File: src/core/simd_gate_pkg.sv
// shared constants and types for the simd extension gating block
package simd_gate_pkg;

    // register bus geometry
    localparam int ADDR_W = 8;             // byte address width
    localparam int DATA_W = 32;            // register data width

    // register byte offsets, one aligned word each
    localparam logic [7:0] REG_CTRL0  = 8'h00; // control_reg0
    localparam logic [7:0] REG_CTRL4  = 8'h04; // control_reg4
    localparam logic [7:0] REG_FLAGS  = 8'h08; // flags_register
    localparam logic [7:0] REG_PRIV   = 8'h0c; // current_privilege
    localparam logic [7:0] REG_ID_D   = 8'h10; // identify leaf 1, reg d
    localparam logic [7:0] REG_ID_C   = 8'h14; // identify leaf 1, reg c
    localparam logic [7:0] REG_SCS    = 8'h18; // simd_control_status
    localparam logic [7:0] REG_STATUS = 8'h1c; // last verdict

    // control_reg0 fields
    localparam int CR0_MON = 1;            // monitor_coproc
    localparam int CR0_EMU = 2;            // fpu_emulate
    localparam int CR0_TS  = 3;            // task_switched
    localparam int CR0_AM  = 18;           // align_mask
    // control_reg4 fields
    localparam int CR4_FXS = 9;            // os_fxstate_support
    localparam int CR4_XMM = 10;           // os_simd_fp_handler_enable
    // flags_register field
    localparam int FLG_AC  = 18;           // align_check_flag
    // identify leaf 1 feature positions
    localparam int ID_D_FXSR = 24;         // state save and restore
    localparam int ID_D_SSE  = 25;         // first generation
    localparam int ID_D_SSE2 = 26;         // second generation
    localparam int ID_C_SSE3 = 0;          // third generation

    // reset values
    localparam logic [31:0] CTRL0_RST = 32'h0000_0000;
    localparam logic [31:0] CTRL4_RST = 32'h0000_0000;
    localparam logic [31:0] FLAGS_RST = 32'h0000_0000;
    localparam logic [31:0] SCS_RST   = 32'h0000_0000; // masks, ftz, daz, rc
    localparam logic [1:0]  PRIV_RST  = 2'h0;
    localparam logic [1:0]  PRIV_USER = 2'h3;          // least privileged

    // 128-bit operands must sit on a 16-byte boundary
    localparam logic [3:0] ALIGN_128 = 4'hf;

    // instruction classes
    typedef enum logic [2:0] {
        IC_GATED  = 3'h1,                  // ordinary simd instruction
        IC_EXEMPT = 3'h2,                  // pause, prefetch, fences, etc.
        IC_UMOVE  = 3'h4                   // unaligned single/double move
    } iclass_t;

    // memory operand sizes
    typedef enum logic [3:0] {
        SZ_16  = 4'h1,
        SZ_32  = 4'h2,
        SZ_64  = 4'h4,
        SZ_128 = 4'h8
    } opsize_t;

    // verdicts, one-hot
    typedef enum logic [6:0] {
        ACT_EXEC = 7'h01,                  // execute
        ACT_UD   = 7'h02,                  // invalid_opcode_fault
        ACT_NM   = 7'h04,                  // device_unavailable_fault
        ACT_GP   = 7'h08,                  // general_protection_fault
        ACT_AC   = 7'h10,                  // alignment_fault
        ACT_MEMF = 7'h20,                  // forwarded memory fault
        ACT_NONE = 7'h40                   // idle
    } action_t;

    // one instruction offered for gating
    typedef struct packed {
        iclass_t    iclass;                // class of instruction
        logic [2:0] gen;                   // one-hot generation needed
        logic       has_mem;               // has a memory operand
        opsize_t    size;                  // operand size
        logic       stack_seg;             // operand in stack segment
        logic [3:0] addr_lo;               // low address bits
    } issue_t;

    // answer for one instruction
    typedef struct packed {
        logic    valid;                    // verdict present
        action_t action;                   // what happens
    } verdict_t;

endpackage : simd_gate_pkg

File: src/core/simd_align_check.sv
// alignment checks on simd memory operands
`timescale 1ns/1ps
`default_nettype none

module simd_align_check (
    input  wire simd_gate_pkg::issue_t issue,     // instruction offered
    input  wire logic                  align_on,  // am, ac and user level
    output var  logic                  gp_align,  // 128-bit misaligned
    output var  logic                  ac_fault   // small misaligned
);

    // low address bits that must be zero for a given size
    function automatic logic [3:0] size_mask(
        input simd_gate_pkg::opsize_t sz
    );
        case (sz)
            simd_gate_pkg::SZ_16:  size_mask = 4'h1;
            simd_gate_pkg::SZ_32:  size_mask = 4'h3;
            simd_gate_pkg::SZ_64:  size_mask = 4'h7;
            simd_gate_pkg::SZ_128: size_mask = simd_gate_pkg::ALIGN_128;
            default:               size_mask = 4'h0;
        endcase
    endfunction : size_mask

    wire logic is_128;                     // full-width operand
    wire logic misal;                      // operand off its boundary
    wire logic umove;                      // unaligned move class

    assign is_128 = (issue.size == simd_gate_pkg::SZ_128);
    assign misal  = issue.has_mem
                  && ((issue.addr_lo & size_mask(issue.size)) != 4'h0);
    assign umove  = (issue.iclass == simd_gate_pkg::IC_UMOVE);

    // stack segment gives gp too, never a stack fault
    always_comb
    begin
        gp_align = is_128 && misal && !umove;
    end

    // 128-bit is never alignment-checked, unaligned moves included
    always_comb
    begin
        ac_fault = align_on && misal && !is_128;
    end

endmodule : simd_align_check

`default_nettype wire

File: src/core/simd_ext_exception_gating.sv
// gating and fault selection for packed simd extension instructions
//
// Added by the designer: the register offsets and the address-and-strobe port.
`timescale 1ns/1ps
`default_nettype none

module simd_ext_exception_gating #(
    parameter bit HAS_SSE  = 1'b1,         // first generation built
    parameter bit HAS_SSE2 = 1'b1,         // second generation built
    parameter bit HAS_SSE3 = 1'b1,         // third generation built
    parameter bit HAS_FXSR = 1'b1          // state save/restore built
) (
    input  wire logic                    core_clk,     // core clock
    input  wire logic                    reset_n,      // async, low
    input  wire logic [7:0]              reg_addr,     // byte address
    input  wire logic [31:0]             reg_wdata,    // write data
    input  wire logic                    reg_wr,       // write strobe
    input  wire logic                    reg_rd,       // read strobe
    output var  logic [31:0]             reg_rdata,    // read data
    output var  logic                    wr_gp,        // refused write
    input  wire logic                    issue_valid,  // instr offered
    input  wire simd_gate_pkg::issue_t   issue,        // instr fields
    input  wire logic                    mem_fault_in, // mmu fault
    input  wire logic                    numeric_valid,// unmasked fp
    output var  simd_gate_pkg::verdict_t verdict,      // gating answer
    output var  logic                    num_xf,       // simd_fp_fault
    output var  logic                    num_ud        // invalid opcode
);

    // a third generation without the two earlier ones cannot be served
    if (HAS_SSE3
        && !(HAS_SSE && HAS_SSE2))
    begin : g_bad_cfg
        $error("third generation needs the earlier generations");
    end

    // architectural state held here
    logic [31:0] ctrl0;                    // control_reg0
    logic [31:0] ctrl4;                    // control_reg4
    logic [31:0] flags;                    // flags_register
    logic [1:0]  priv;                     // current_privilege
    logic [31:0] scs;                      // simd_control_status
    logic [6:0]  last_act;                 // last verdict seen

    // bus decode
    wire logic wr_c0;                      // write control_reg0
    wire logic wr_c4;                      // write control_reg4
    wire logic wr_fl;                      // write flags
    wire logic wr_pr;                      // write privilege
    wire logic wr_sc;                      // write control/status
    wire logic c4_refuse;                  // fxstate set without save
    logic [31:0] id_d;                     // identify reg d image
    logic [31:0] id_c;                     // identify reg c image
    wire logic [31:0] rd_mux;              // selected read value

    assign wr_c0 = reg_wr && (reg_addr == simd_gate_pkg::REG_CTRL0);
    assign wr_c4 = reg_wr && (reg_addr == simd_gate_pkg::REG_CTRL4);
    assign wr_fl = reg_wr && (reg_addr == simd_gate_pkg::REG_FLAGS);
    assign wr_pr = reg_wr && (reg_addr == simd_gate_pkg::REG_PRIV);
    assign wr_sc = reg_wr && (reg_addr == simd_gate_pkg::REG_SCS);

    // no save/restore means the enable cannot be set at all
    assign c4_refuse = wr_c4 && !HAS_FXSR
                     && reg_wdata[simd_gate_pkg::CR4_FXS];

    // feature report images, built straight from the build parameters
    always_comb
    begin
        id_d = 32'h0000_0000;
        id_d[simd_gate_pkg::ID_D_FXSR] = HAS_FXSR;
        id_d[simd_gate_pkg::ID_D_SSE]  = HAS_SSE;
        id_d[simd_gate_pkg::ID_D_SSE2] = HAS_SSE2;
    end

    always_comb
    begin
        id_c = 32'h0000_0000;
        id_c[simd_gate_pkg::ID_C_SSE3] = HAS_SSE3;
    end

    // read select; unmapped offsets answer zero
    assign rd_mux =
        (reg_addr == simd_gate_pkg::REG_CTRL0)  ? ctrl0 :
        (reg_addr == simd_gate_pkg::REG_CTRL4)  ? ctrl4 :
        (reg_addr == simd_gate_pkg::REG_FLAGS)  ? flags :
        (reg_addr == simd_gate_pkg::REG_PRIV)   ? {30'h0, priv} :
        (reg_addr == simd_gate_pkg::REG_ID_D)   ? id_d :
        (reg_addr == simd_gate_pkg::REG_ID_C)   ? id_c :
        (reg_addr == simd_gate_pkg::REG_SCS)    ? scs :
        (reg_addr == simd_gate_pkg::REG_STATUS) ? {25'h0, last_act} :
        32'h0000_0000;

    // control_reg0, all bits software-owned
    always_ff @(posedge core_clk or negedge reset_n)
    begin
        if (!reset_n)
            ctrl0 <= simd_gate_pkg::CTRL0_RST;
        else if (wr_c0)
            ctrl0 <= reg_wdata;
    end

    // control_reg4; a refused write leaves the whole word alone
    always_ff @(posedge core_clk or negedge reset_n)
    begin
        if (!reset_n)
            ctrl4 <= simd_gate_pkg::CTRL4_RST;
        else if (wr_c4 && !c4_refuse)
            ctrl4 <= reg_wdata;
    end

    // flags and privilege level
    always_ff @(posedge core_clk or negedge reset_n)
    begin
        if (!reset_n)
        begin
            flags <= simd_gate_pkg::FLAGS_RST;
            priv  <= simd_gate_pkg::PRIV_RST;
        end
        else
        begin
            if (wr_fl)
                flags <= reg_wdata;
            if (wr_pr)
                priv <= reg_wdata[1:0];
        end
    end

    // control/status starts with masks, ftz, daz, rounding at zero
    always_ff @(posedge core_clk or negedge reset_n)
    begin
        if (!reset_n)
            scs <= simd_gate_pkg::SCS_RST;
        else if (wr_sc)
            scs <= reg_wdata;
    end

    // read data stands one cycle, zero otherwise
    always_ff @(posedge core_clk or negedge reset_n)
    begin
        if (!reset_n)
        begin
            reg_rdata <= 32'h0000_0000;
            wr_gp     <= 1'b0;
        end
        else
        begin
            reg_rdata <= reg_rd ? rd_mux : 32'h0000_0000;
            wr_gp     <= c4_refuse;
        end
    end

    // gating terms; os support comes only from control_reg4
    wire logic os_fx;                      // os_fxstate_support
    wire logic os_xmm;                     // os_simd_fp_handler_enable
    wire logic emu;                        // fpu_emulate
    wire logic ts;                         // task_switched
    wire logic feat_ok;                    // generation is built
    wire logic gated;                      // subject to gating
    wire logic align_on;                   // alignment checks live
    wire logic gp_align;                   // 128-bit misalignment
    wire logic ac_hit;                     // small misalignment
    wire logic gate_ud;                    // invalid opcode case
    wire logic gate_nm;                    // device unavailable case
    simd_gate_pkg::action_t next_act;      // chosen verdict

    assign os_fx   = ctrl4[simd_gate_pkg::CR4_FXS];
    assign os_xmm  = ctrl4[simd_gate_pkg::CR4_XMM];
    assign emu     = ctrl0[simd_gate_pkg::CR0_EMU];
    assign ts      = ctrl0[simd_gate_pkg::CR0_TS];
    assign feat_ok = (issue.gen & {HAS_SSE3, HAS_SSE2, HAS_SSE}) != 3'h0;
    assign gated   = (issue.iclass != simd_gate_pkg::IC_EXEMPT);
    assign align_on = ctrl0[simd_gate_pkg::CR0_AM]
                    && flags[simd_gate_pkg::FLG_AC]
                    && (priv == simd_gate_pkg::PRIV_USER);

    // emulate wins whatever task_switched says
    assign gate_ud = gated
                   && (!os_fx || !feat_ok || emu);
    assign gate_nm = gated && ts;

    // operand alignment
    simd_align_check u_align (
        .issue    (issue),
        .align_on (align_on),
        .gp_align (gp_align),
        .ac_fault (ac_hit)
    );

    // priority: gating faults first, so no memory access starts
    always_comb
    begin
        if (!issue_valid)
            next_act = simd_gate_pkg::ACT_NONE;
        else if (gate_ud)
            next_act = simd_gate_pkg::ACT_UD;
        else if (gate_nm)
            next_act = simd_gate_pkg::ACT_NM;
        else if (gp_align)
            next_act = simd_gate_pkg::ACT_GP;
        else if (ac_hit)
            next_act = simd_gate_pkg::ACT_AC;
        else if (mem_fault_in && issue.has_mem)
            next_act = simd_gate_pkg::ACT_MEMF;
        else
            next_act = simd_gate_pkg::ACT_EXEC;
    end

    // verdict register, one cycle after the offer
    always_ff @(posedge core_clk or negedge reset_n)
    begin
        if (!reset_n)
        begin
            verdict.valid  <= 1'b0;
            verdict.action <= simd_gate_pkg::ACT_NONE;
        end
        else
        begin
            verdict.valid  <= issue_valid;
            verdict.action <= next_act;
        end
    end

    // last verdict kept for software to inspect
    always_ff @(posedge core_clk or negedge reset_n)
    begin
        if (!reset_n)
            last_act <= simd_gate_pkg::ACT_NONE;
        else if (issue_valid)
            last_act <= next_act;
    end

    // numeric report; the ne bit and pin never enter here
    always_ff @(posedge core_clk or negedge reset_n)
    begin
        if (!reset_n)
        begin
            num_xf <= 1'b0;
            num_ud <= 1'b0;
        end
        else
        begin
            num_xf <= numeric_valid && os_xmm;
            num_ud <= numeric_valid && !os_xmm;
        end
    end
endmodule : simd_ext_exception_gating

`default_nettype wire

File: config.mk
export PLATFORM = sky130hd
export DESIGN_NAME = simd_ext_exception_gating
export DESIGN_NICKNAME = d
export VERILOG_FILES = /design/src/core/simd_gate_pkg.sv /design/src/core/simd_align_check.sv /design/src/core/simd_ext_exception_gating.sv
export SDC_FILE = /design/constraint.sdc
export NUM_CORES = 1
export LEC_CHECK = 0
export BUFFER_PORTS_ARGS = -buffer_cell sky130_fd_sc_hd__buf_2
export CAP_MARGIN = 20
export CORE_MARGIN = 1.5
export CORE_UTILIZATION = 40
export DETAILED_ROUTE_END_ITERATION = 10
export GPL_TIMING_DRIVEN = 0
export PLACE_DENSITY = 0.59
export SLEW_MARGIN = 20
export SYNTH_ARGS = -nofsm -noshare
export SYNTH_HDL_FRONTEND = slang
export SYNTH_SLANG_ARGS = --single-unit
File: constraint.sdc
create_clock -name core_clk -period 1.7 [get_ports core_clk]
set_clock_uncertainty 0.1 [all_clocks]
set_input_delay 0.17 -clock core_clk [delete_from_list [all_inputs] [get_ports core_clk]]
set_output_delay 0.17 -clock core_clk [all_outputs]
set_load 0.005 [all_outputs]
; Word level (Yosys, flattened, before mapping)
; Index checks and enable logic that the tools add are counted.
[classes]
n_addsub = 0
n_mul = 0
div = 0
order_cmp = 0
eq_ne = 14
shifts = 0
muxes = 16
bitwise_logic = 1
reduce_logical = 27
[ops]
columns = cell, count
row1 = two-way mux 32 bit, 8
row2 = two-way mux 7 bit, 5
row3 = "== test 8 x 5 -> 1 bit, second input constant", 4
row4 = logical AND 1 bit, 17
row5 = "== test 8 x 4 -> 1 bit, second input constant", 2
row6 = one-hot mux 4 bit (4 select lines), 1
row7 = two-way mux 6 bit, 2
row8 = "== test 8 x 3 -> 1 bit, second input constant", 1
row9 = logical NOT 8 bit, 1
row10 = logical NOT 1 bit, 5
row11 = AND 4 bit, 1
row12 = "== test 4 x 1 -> 1 bit, second input constant", 1
row13 = "== test 4 x 2 -> 1 bit, second input constant", 1
row14 = "== test 4 x 3 -> 1 bit, second input constant", 1
row15 = "== test 4 bit, second input constant", 1
row16 = nonzero test 4 bit, 1
row17 = "== test 3 bit, second input constant", 1
row18 = "!= test 3 x 2 -> 1 bit, second input constant", 1
row19 = nonzero test 3 bit, 1
row20 = "== test 2 bit, second input constant", 1
row21 = logical OR 1 bit, 2
[word_totals]
ff_bits = 179
latch_bits = 0
mem_bits_rw = 0
romBits = 0
input_bits = 63
output_inout_bits = 43
elab_cells = 69
n_memories = 0

; Logic depth before layout (Yosys ltp)
; Gate-level depths: netlist of run 1.
[depth]
word_depth = 12
depth_mapped = 7
mapped_depth_nobuf = 4

; By module
; A second synthesis of run 1 with hierarchy kept.
[hier_totals]
cells_unflattened = 603
area_unflattened_um2 = 7860.0
[by_module_without_submodules]
columns = mod, instances, cells_per_inst, area_per_inst_um2, seq_area_each_um2
row1 = simd_ext_exception_gating, 1, 586, 7741.2, 4481.8
row2 = simd_align_check, 1, 17, 118.9, 0.0

; Worst setup path before layout of run 1
; Ideal clock, no wire load.
[synth_timing]
path_kind = in2reg
start = input port reg_addr[0]
end = register scs[10]
setup_time_ns = 0.125
t_arrival_ns = 1.603
t_required_ns = 1.475
slack_ns = -0.128
path_stages = 7
n_path_buf = 3
cell_sequence = clkbuf_1 > nor4b_4 > and2_1 > buf_4 > nand3_4 > buf_6 > mux2_4
[synth_via]
elab_chain_cells = 2
[synth_rtl]
columns = element, line
row1 = from (decl), simd_ext_exception_gating.sv:15  ; input wire logic [7:0] reg_addr,
row2 = == test 8 x 5 -> 1 bit, simd_ext_exception_gating.sv:60  ; assign wr_sc = reg_wr && (reg_addr == simd_gate_pkg::REG_SCS);
row3 = logical AND 1 bit, simd_ext_exception_gating.sv:60
row4 = to (signal assigned), simd_ext_exception_gating.sv:132  ; scs <= simd_gate_pkg::SCS_RST;
row5 = to (signal assigned), simd_ext_exception_gating.sv:134  ; scs <= reg_wdata;
row6 = to (decl), simd_ext_exception_gating.sv:42  ; logic [31:0] scs;
; Every way passes these cells.
; A chain may end at the register's enable or synchronous reset.

; Worst setup path after layout of run 1
[layout_timing]
start = input port reg_addr[7]
end = register reg_rdata[15]
[layout_via]
elab_chain_cells = 9
elab_cells_between_ends = 15
cone_classes = eq/ne: 6 / mux: 8 / reduce/logical: 1
[layout_rtl]
columns = element, line
row1 = == test 8 x 5 -> 1 bit, simd_ext_exception_gating.sv:89  ; (reg_addr == simd_gate_pkg::REG_SCS) ? scs :
row2 = two-way mux 32 bit, simd_ext_exception_gating.sv:89
row3 = two-way mux 32 bit, simd_ext_exception_gating.sv:88  ; (reg_addr == simd_gate_pkg::REG_ID_C) ? id_c :
row4 = two-way mux 32 bit, simd_ext_exception_gating.sv:87  ; (reg_addr == simd_gate_pkg::REG_ID_D) ? id_d :
row5 = two-way mux 32 bit, simd_ext_exception_gating.sv:86  ; (reg_addr == simd_gate_pkg::REG_PRIV) ? {30'h0, priv} :
row6 = two-way mux 32 bit, simd_ext_exception_gating.sv:85  ; (reg_addr == simd_gate_pkg::REG_FLAGS) ? flags :
row7 = two-way mux 32 bit, simd_ext_exception_gating.sv:84  ; (reg_addr == simd_gate_pkg::REG_CTRL4) ? ctrl4 :
row8 = two-way mux 32 bit (*), simd_ext_exception_gating.sv:83  ; (reg_addr == simd_gate_pkg::REG_CTRL0) ? ctrl0 :
row9 = two-way mux 32 bit (*), simd_ext_exception_gating.sv:147  ; reg_rdata <= reg_rd ? rd_mux : 32'h0000_0000;
row10 = to (signal assigned), simd_ext_exception_gating.sv:147
row11 = to (decl), simd_ext_exception_gating.sv:19  ; output var logic [31:0] reg_rdata,
; Mark *: on every way between the ends. The rest lies on a longest branch, timed or not.

==> results of run 1 <==
-- sequential cells by signal, summed over array words and instances, names as in the netlist --
name       flops
num_xf         1
verdict        8
scs           32
ctrl0         32
num_ud         1
ctrl4         32
flags         32
reg_rdata     32
priv           2
last_act       7
-- worst paths after layout --
path	start	end	slack (ns)	cells past startpoint
min in group asynchronous	reset_n	ctrl0[6]$_DFFE_PN0P_	0.20	2
hold / removal	issue_valid	verdict[2]$_DFF_PN0_	0.02	2
setup / recovery	reg_addr[7]	reg_rdata[15]$_DFF_PN0_	0.05	8
hold reg to reg	ctrl0[1]$_DFFE_PN0P_	ctrl0[1]$_DFFE_PN0P_	0.38	1
max in group asynchronous	reset_n	flags[3]$_DFFE_PN0P_	0.38	3
setup reg to reg	ctrl0[18]$_DFFE_PN0P_	last_act[5]$_DFFE_PN0P_	0.26	4
-- where the power goes --
part	switching (µW)	leakage [µW]	internal, µW
Combinational	328	0.00201	317
Clock	1650	0.000283	2370
Sequential	87.1	0.00246	4420
Total	2070	0.00476	7110
-- kinds of logic after synthesis --
| kind of cell | count (synthesis) |
|---|---|
| other | 1 |
| AND/OR/NAND/NOR | 85 |
| flip-flops | 179 |
| AO/OA/AOI/OAI | 104 |
| buffers and inverters | 39 |
| multiplexers | 136 |
| XOR/XNOR | 1 |
-- metrics by stage --
stage	util	hold slack, ns	total power (µW)	cells
floorplan	-	-0.226	4830	545
global placement	0.451	0.293	5100	880
detailed placement	0.453	0.0740	5140	881
CTS	0.513	0.0108	9250	957
global route	0.516	0.0185	9530	961
finish	0.516	0.0209	9170	961
-- what timing repair did --
| action | in CTS | in global routing |
|---|---|---|
| hold buffers | 39 | 0 |
| endpoints found under the hold margin | 217 | 0 |
| cloned | 0 | 1 |
| gates resized for setup | 22 | 10 |
| pin swaps | 2 | 3 |
| setup buffers | 5 | 4 |
| setup endpoints to repair | 150 | 102 |
-- area by class of cell --
| cell class | count | share of cell area |
|---|---|---|
| multi-input cells | 327 | 0.308 |
| repair buffers | 151 | 0.105 |
| plain buffers | 31 | 0.0252 |
| well taps | 234 | 0.0304 |
| clock buffers | 22 | 0.0472 |
| inverters | 7 | 0.00273 |
| clock inverters | 10 | 0.0156 |
| flip-flops and latches | 179 | 0.466 |
-- layout by cell type (no fill, tap or decap), drive strengths merged, types with 3 or more instances in the layout --
cell and n:
a211oi 4, a21o 3, a21oi 8, a221o 10, a222oi 5, a22oi 35
a32oi 3, buf 136, bufinv 3, clkbuf 29, clkinv 3, clkinvlp 3
dfrtp 177, dlygate4sd3 39, inv 8, mux2 134, nand2 10, nand2b 5
nand3 6, nor2 26, nor2b 9, nor3 8, nor3b 4, nor4 3
o21ai 16, o22ai 9
-- routing by layer --
layer | up-vias | wire length [µm] | global-route usage | share of wire
met4 | 0 | 194 | 0.0504 | 0.010
met5 | - | 0 | 0 | 0
met3 | 15 | 904 | 0.0441 | 0.048
met1 | 2681 | 8550 | 0.262 | 0.46
li1 | 2359 | - | - | -
met2 | 144 | 9000 | 0.327 | 0.48
==> impl_metrics.toml, run 1 <==
[worst_setup_path]
slowest_delay_ns = 0.55
crit_slowest_cell = "or4b_1"
crit_path_max_fanout = 10
cp-end-kind = "flip-flop"
crit_path_cell_trace = "buf_2 > or4b_1 > buf_4 > nor3b_4 > buf_4 > buf_2 > a22oi_1 > o21ai_0"
crit_buf_inv = 4
arrival_ns = 1.88
cp_top_family = "buffers and inverters"
cp.required_ns = 1.93
start_kind = "primary input"
crit_type = "in2reg"

[yosys]
synth_commonest_cells = "dfrtp_1, mux2_2, a22oi_1"
ys.flop_type = "dfrtp_1"
ys_ff_latch = 179
yosysSeqAreaShare = 0.593
synth-compound-area-share = 0.100
synth_top_family_by_area = "multiplexers"
avgSynthCellArea_um2 = 13.9
async_flop_share = 1.00
yosys.area_share.simple = 0.0667
yosys.area.top_type_share = 0.586
yosysMostFrequentCell = "dfrtp_1"
synthesis.area_um2 = 7560
synth_nets = 608
synth-xor-area-share = 0.00116
synthMuxAreaShare = 0.212
synth_cells = 545
yosysWarnings = 0
ys_types = 56
synth_edf_count = 0
synth_fa_ha_area_frac = 0
synthTopCellsByArea = "dfrtp_1, mux2_2, mux2_4"
synth_top_area_cell = "dfrtp_1"

[clocking]
clock_path_buffers = 2
clkTransAtPathRegs_ns = 0.07
tritoncts = "done"
htree_levels = 4
cts_root_buffer = "clkbuf_16"
cts_buffers = 17
insertion_delay_ns = 0.42
clock_sinks = 179

[place]
finalWeightedCongestion = 0.809
pre_cts_ws_ns = -0.770
dpl_cell_area_um2 = 8440
port_buffers = 101
dpl.hpwl_um = 12300

[hold_path]
hp-class = "in2reg"

[sta]
hold_viol = 0
finalCriticalPeriod_ns = 1.65
maxSlewViolCount = 0
max_slew_margin = 0.463
worst_slack_ns = 0.0508
grt_setup_unrepaired = "false"
finalSetupViolCount = 0
fmax_mhz = 606
worst_pin_slew_ns = 0.799
finalCritPeriodShare = 0.970
timing.setup.tns_ns = 0

[detailed_routing]
firstDrtPassIters = 5
wirelength_um = 18600
detail_route.wl_per_cell_um = 19.4
vias = 5199
drc = 0
drtAntennaViolNets = 0
initialDrtViolationCount = 285
vias_per_cell = 5.41

[cells_and_area]
antenna_cells = 0
seq_area_um2 = 4480
finalInstanceArea_um2 = 9620
final_nets = 777
syn_to_final_growth_pct = 27.2
drive_above_1_share = 0.415
fillCellCount = 1644
multi_input_area_um2 = 2970

[grt]
grt_max_degree = 105
overflow = 0
antenna_found_initial = 0
grtUsageTotal = 0.197
grt_pass1_wl_um = 29600
grt_pass1_vias = 5477

[floorplan]
die_h_um = 140
die_w_um = 140
num_rows = 50
start_util = 0.406
die-area_um2 = 19700
core_um2 = 18600
io_pins = 106

[power]
p_leak_uw = 0.00476
power_density_nw_per_um2 = 954
ir_drop_mv = 0.673

[run]
maxCapViolCount = 0

[outcome]
status = "complete, no violations"
Power figures use the tool's default switching activity.
==> inputs of run 2 (changes only) <==
--- a/config.mk
+++ b/config.mk
@@ -5,6 +5,7 @@
 export SDC_FILE = /design/constraint.sdc
 export NUM_CORES = 1
 export LEC_CHECK = 0
+export ABC_AREA = 0
 export BUFFER_PORTS_ARGS = -buffer_cell sky130_fd_sc_hd__buf_2
 export CAP_MARGIN = 20
 export CORE_MARGIN = 1.5
@@ -12,7 +13,9 @@
 export DETAILED_ROUTE_END_ITERATION = 10
 export GPL_TIMING_DRIVEN = 0
 export PLACE_DENSITY = 0.59
+export REMOVE_ABC_BUFFERS = 1
 export SLEW_MARGIN = 20
 export SYNTH_ARGS = -nofsm -noshare
 export SYNTH_HDL_FRONTEND = slang
+export SYNTH_HIERARCHICAL = 1
 export SYNTH_SLANG_ARGS = --single-unit
==> run 2 against run 1 <==
Clock-buffer cell count fell by 1. Combinational power is 13% higher. Core utilization hardly changed. Sequential share of layout area fell by 1.8 points. Sequential cell count is the same. Clock power up 2%. Hold slack better by 0.0079 ns. First-iteration DRC count decreased by 11%. Sequential power about the same. Total power rose by 1.8%. Area after synthesis rose by 4.0%. Via count grew 1.8%.
==> impl_metrics.toml, run 2 <==
[power]
pwr-share-clk = 0.440
p_leak_uw = 0.00500
p_seq_frac = 0.482
switchingPower_uw = 2040
switching_share = 0.218
power.share.combinational = 0.078
power.internal_uw = 7300
ir_drop_mv = 0.760
power_density_nw_per_um2 = 934

[grt]
grt_pass1_vias = 5744
grtUsageTotal = 0.198
overflow = 0
grt_pass1_wl_um = 30700
antenna_found_initial = 0
grt_max_degree = 74

[detailed_routing]
vias_per_cell = 5.15
vias = 5290
initialDrtViolationCount = 253
firstDrtPassIters = 4
detail_route.wl_per_cell_um = 18.8
drtAntennaViolNets = 0
drc = 0
wirelength_um = 19300

[hold_path]
worstHoldStart = "issue[9]"
hp-class = "in2reg"

[sta]
finalCritPeriodShare = 0.977
finalSetupViolCount = 0
finalCriticalPeriod_ns = 1.66
worst_pin_slew_ns = 0.584
maxSlewViolCount = 0
fmax_mhz = 602
whs_ns = 0.0288
grt_setup_unrepaired = "true"
hold_viol = 0
max_slew_margin = 0.611

[yosys]
synth_top_area_cell = "dfrtp_1"
synthesis.area_um2 = 7860
avgSynthCellArea_um2 = 13.0
synth-compound-area-share = 0.102
synth_edf_count = 0
yosys.area.top_type_share = 0.564
yosysSeqAreaShare = 0.570
synth-xor-area-share = 0.00223
synth_cells = 603
ys.flop_type = "dfrtp_1"
ys_types = 52
yosysWarnings = 6
yosys.area_share.simple = 0.0805
synth_fa_ha_area_frac = 0
synth_commonest_cells = "dfrtp_1, mux2_2, nor2_1, o21ai_0, mux2_4"
async_flop_share = 1.00
synth_top_family_by_area = "multiplexers"
synthMuxAreaShare = 0.214
yosysMostFrequentCell = "dfrtp_1"
ys_ff_latch = 179
synthTopCellsByArea = "dfrtp_1, mux2_2, mux2_4"

[floorplan]
die_w_um = 143
start_util = 0.405
core_um2 = 19400
die-area_um2 = 20500
num_rows = 51
die_h_um = 143
io_pins = 106

[worst_setup_path]
reg2reg_slack_ns = 0.21
crit_slowest_cell = "or4_4"
critPathLaunch = "reg_addr[7]"
crit_path_cell_trace = "buf_2 > or4_4 > nor3_4 > buf_12 > nand3_4 > buf_12 > mux2_4"
crit_type = "in2reg"
cp.required_ns = 1.90
slowest_delay_ns = 0.57
crit_path_max_fanout = 16
critical_path.most_common_cell = "buf_12"
start_kind = "primary input"
rr_startpoint = "priv[0]$_DFFE_PN0P_"
arrival_ns = 1.86
cp-end-kind = "flip-flop"

[outcome]
status = "complete, no violations"

[clocking]
htree_levels = 4
clock_path_buffers = 2
clkTransAtPathRegs_ns = 0.06
cts_buffers = 17
cts_root_buffer = "clkbuf_16"
tritoncts = "done"
clock_sinks = 179
insertion_delay_ns = 0.43

[cells_and_area]
final_common_cell = "dfrtp_1"
antenna_cells = 0
drive_above_1_share = 0.412
final_nets = 815
utilization = 0.516
layout_common_cells = "dfrtp_1, mux2_2, buf_2"
syn_to_final_growth_pct = 27.3

[place]
finalWeightedCongestion = 0.761
dpl.hpwl_um = 11500
port_buffers = 103

[run]
maxCapViolCount = 0
-- run 2: cell types whose count changed in the layout (fill, tap and decap cells not counted), sizes merged, moves of 6 or more --
cell,change
o22ai,-8
o21ai,+15
a221o,-10
o21bai,+8
inv,+6
a22oi,-16
o2bb2ai,+18
a21oi,+13
nor2b,+20
clkbuf,-8
-- run 2: cell families after synthesis --
| kind of cell | count (synthesis) |
|---|---|
| xor+xnor | 2 |
| compound gates | 118 |
| flops | 179 |
| simple gates | 110 |
| mux | 140 |
| other cells | 1 |
| buf+inv | 53 |
-- run 2: power groups by stage --
stage	clock [µW]	sequential (µW)	combinational, µW
finish	4110	4500	727
floorplan	0	4550	302
detailed placement	0	4580	645
global placement	0	4570	594
global route	4390	4520	804
CTS	4200	4500	729
-- run 2: final timing paths --
check,endpoint,cells past startpoint
setup / recovery,scs[23]$_DFFE_PN0P_,7
hold / removal,verdict[0]$_DFF_PN0_,3
setup reg to reg,last_act[5]$_DFFE_PN0P_,5
hold reg to reg,last_act[2]$_DFFE_PN0P_,1
max in group asynchronous,ctrl4[19]$_DFFE_PN0P_,4
min in group asynchronous,reg_rdata[6]$_DFF_PN0_,2
-- run 2: layer usage --
layer	part of all wire	global-route usage	vias up
met5	0	0	-
met4	0.014	0.0548	0
met3	0.045	0.0456	18
met2	0.49	0.336	140
met1	0.45	0.254	2668
li1	-	-	2464
-- run 2: per-stage QoR --
step | instances | power [µW] | worst slack, ns | instance area, µm² | TNS (ns)
6_report | 1028 | 9340 | 0.0394 | 10000 | 0
3_3_place_gp | 932 | 5160 | -2.89 | 8520 | -757.49
5_1_grt | 1028 | 9710 | -0.0521 | 10000 | -0.356
4_1_cts | 1025 | 9430 | -0.0521 | 9960 | -0.783
2_1_floorplan | 564 | 4860 | -0.681 | 7670 | -78.26
3_5_place_dp | 943 | 5220 | -1.60 | 8740 | -180.36
-- run 2: cell type report --
| type | instances | area, µm² |
|---|---|---|
| clock buffer | 21 | 460 |
| timing repair buffer | 167 | 1310 |
| multi-input combinational | 373 | 3210 |
| clock inverter | 9 | 154 |
| tap | 265 | 332 |
| fill | 1731 | 9400 |
| sequential | 179 | 4480 |
| inverter | 14 | 56.3 |
-- run 2: timing repair --
item / in CTS / in global routing
hold buffers: 36 / 0
setup buffers: 14 / 3
gates resized for setup: 10 / 5
setup endpoints to repair: 161 / 103
pin swaps: 4 / 1
endpoints found under the hold margin: 243 / 0
cloned: 2 / 0
-- run 2: critical path: cells and delay by family --
family	cells	cell delay, ns
buffers and inverters	3	0.51
muxes	1	0.31
and+or+nand+nor	3	0.86
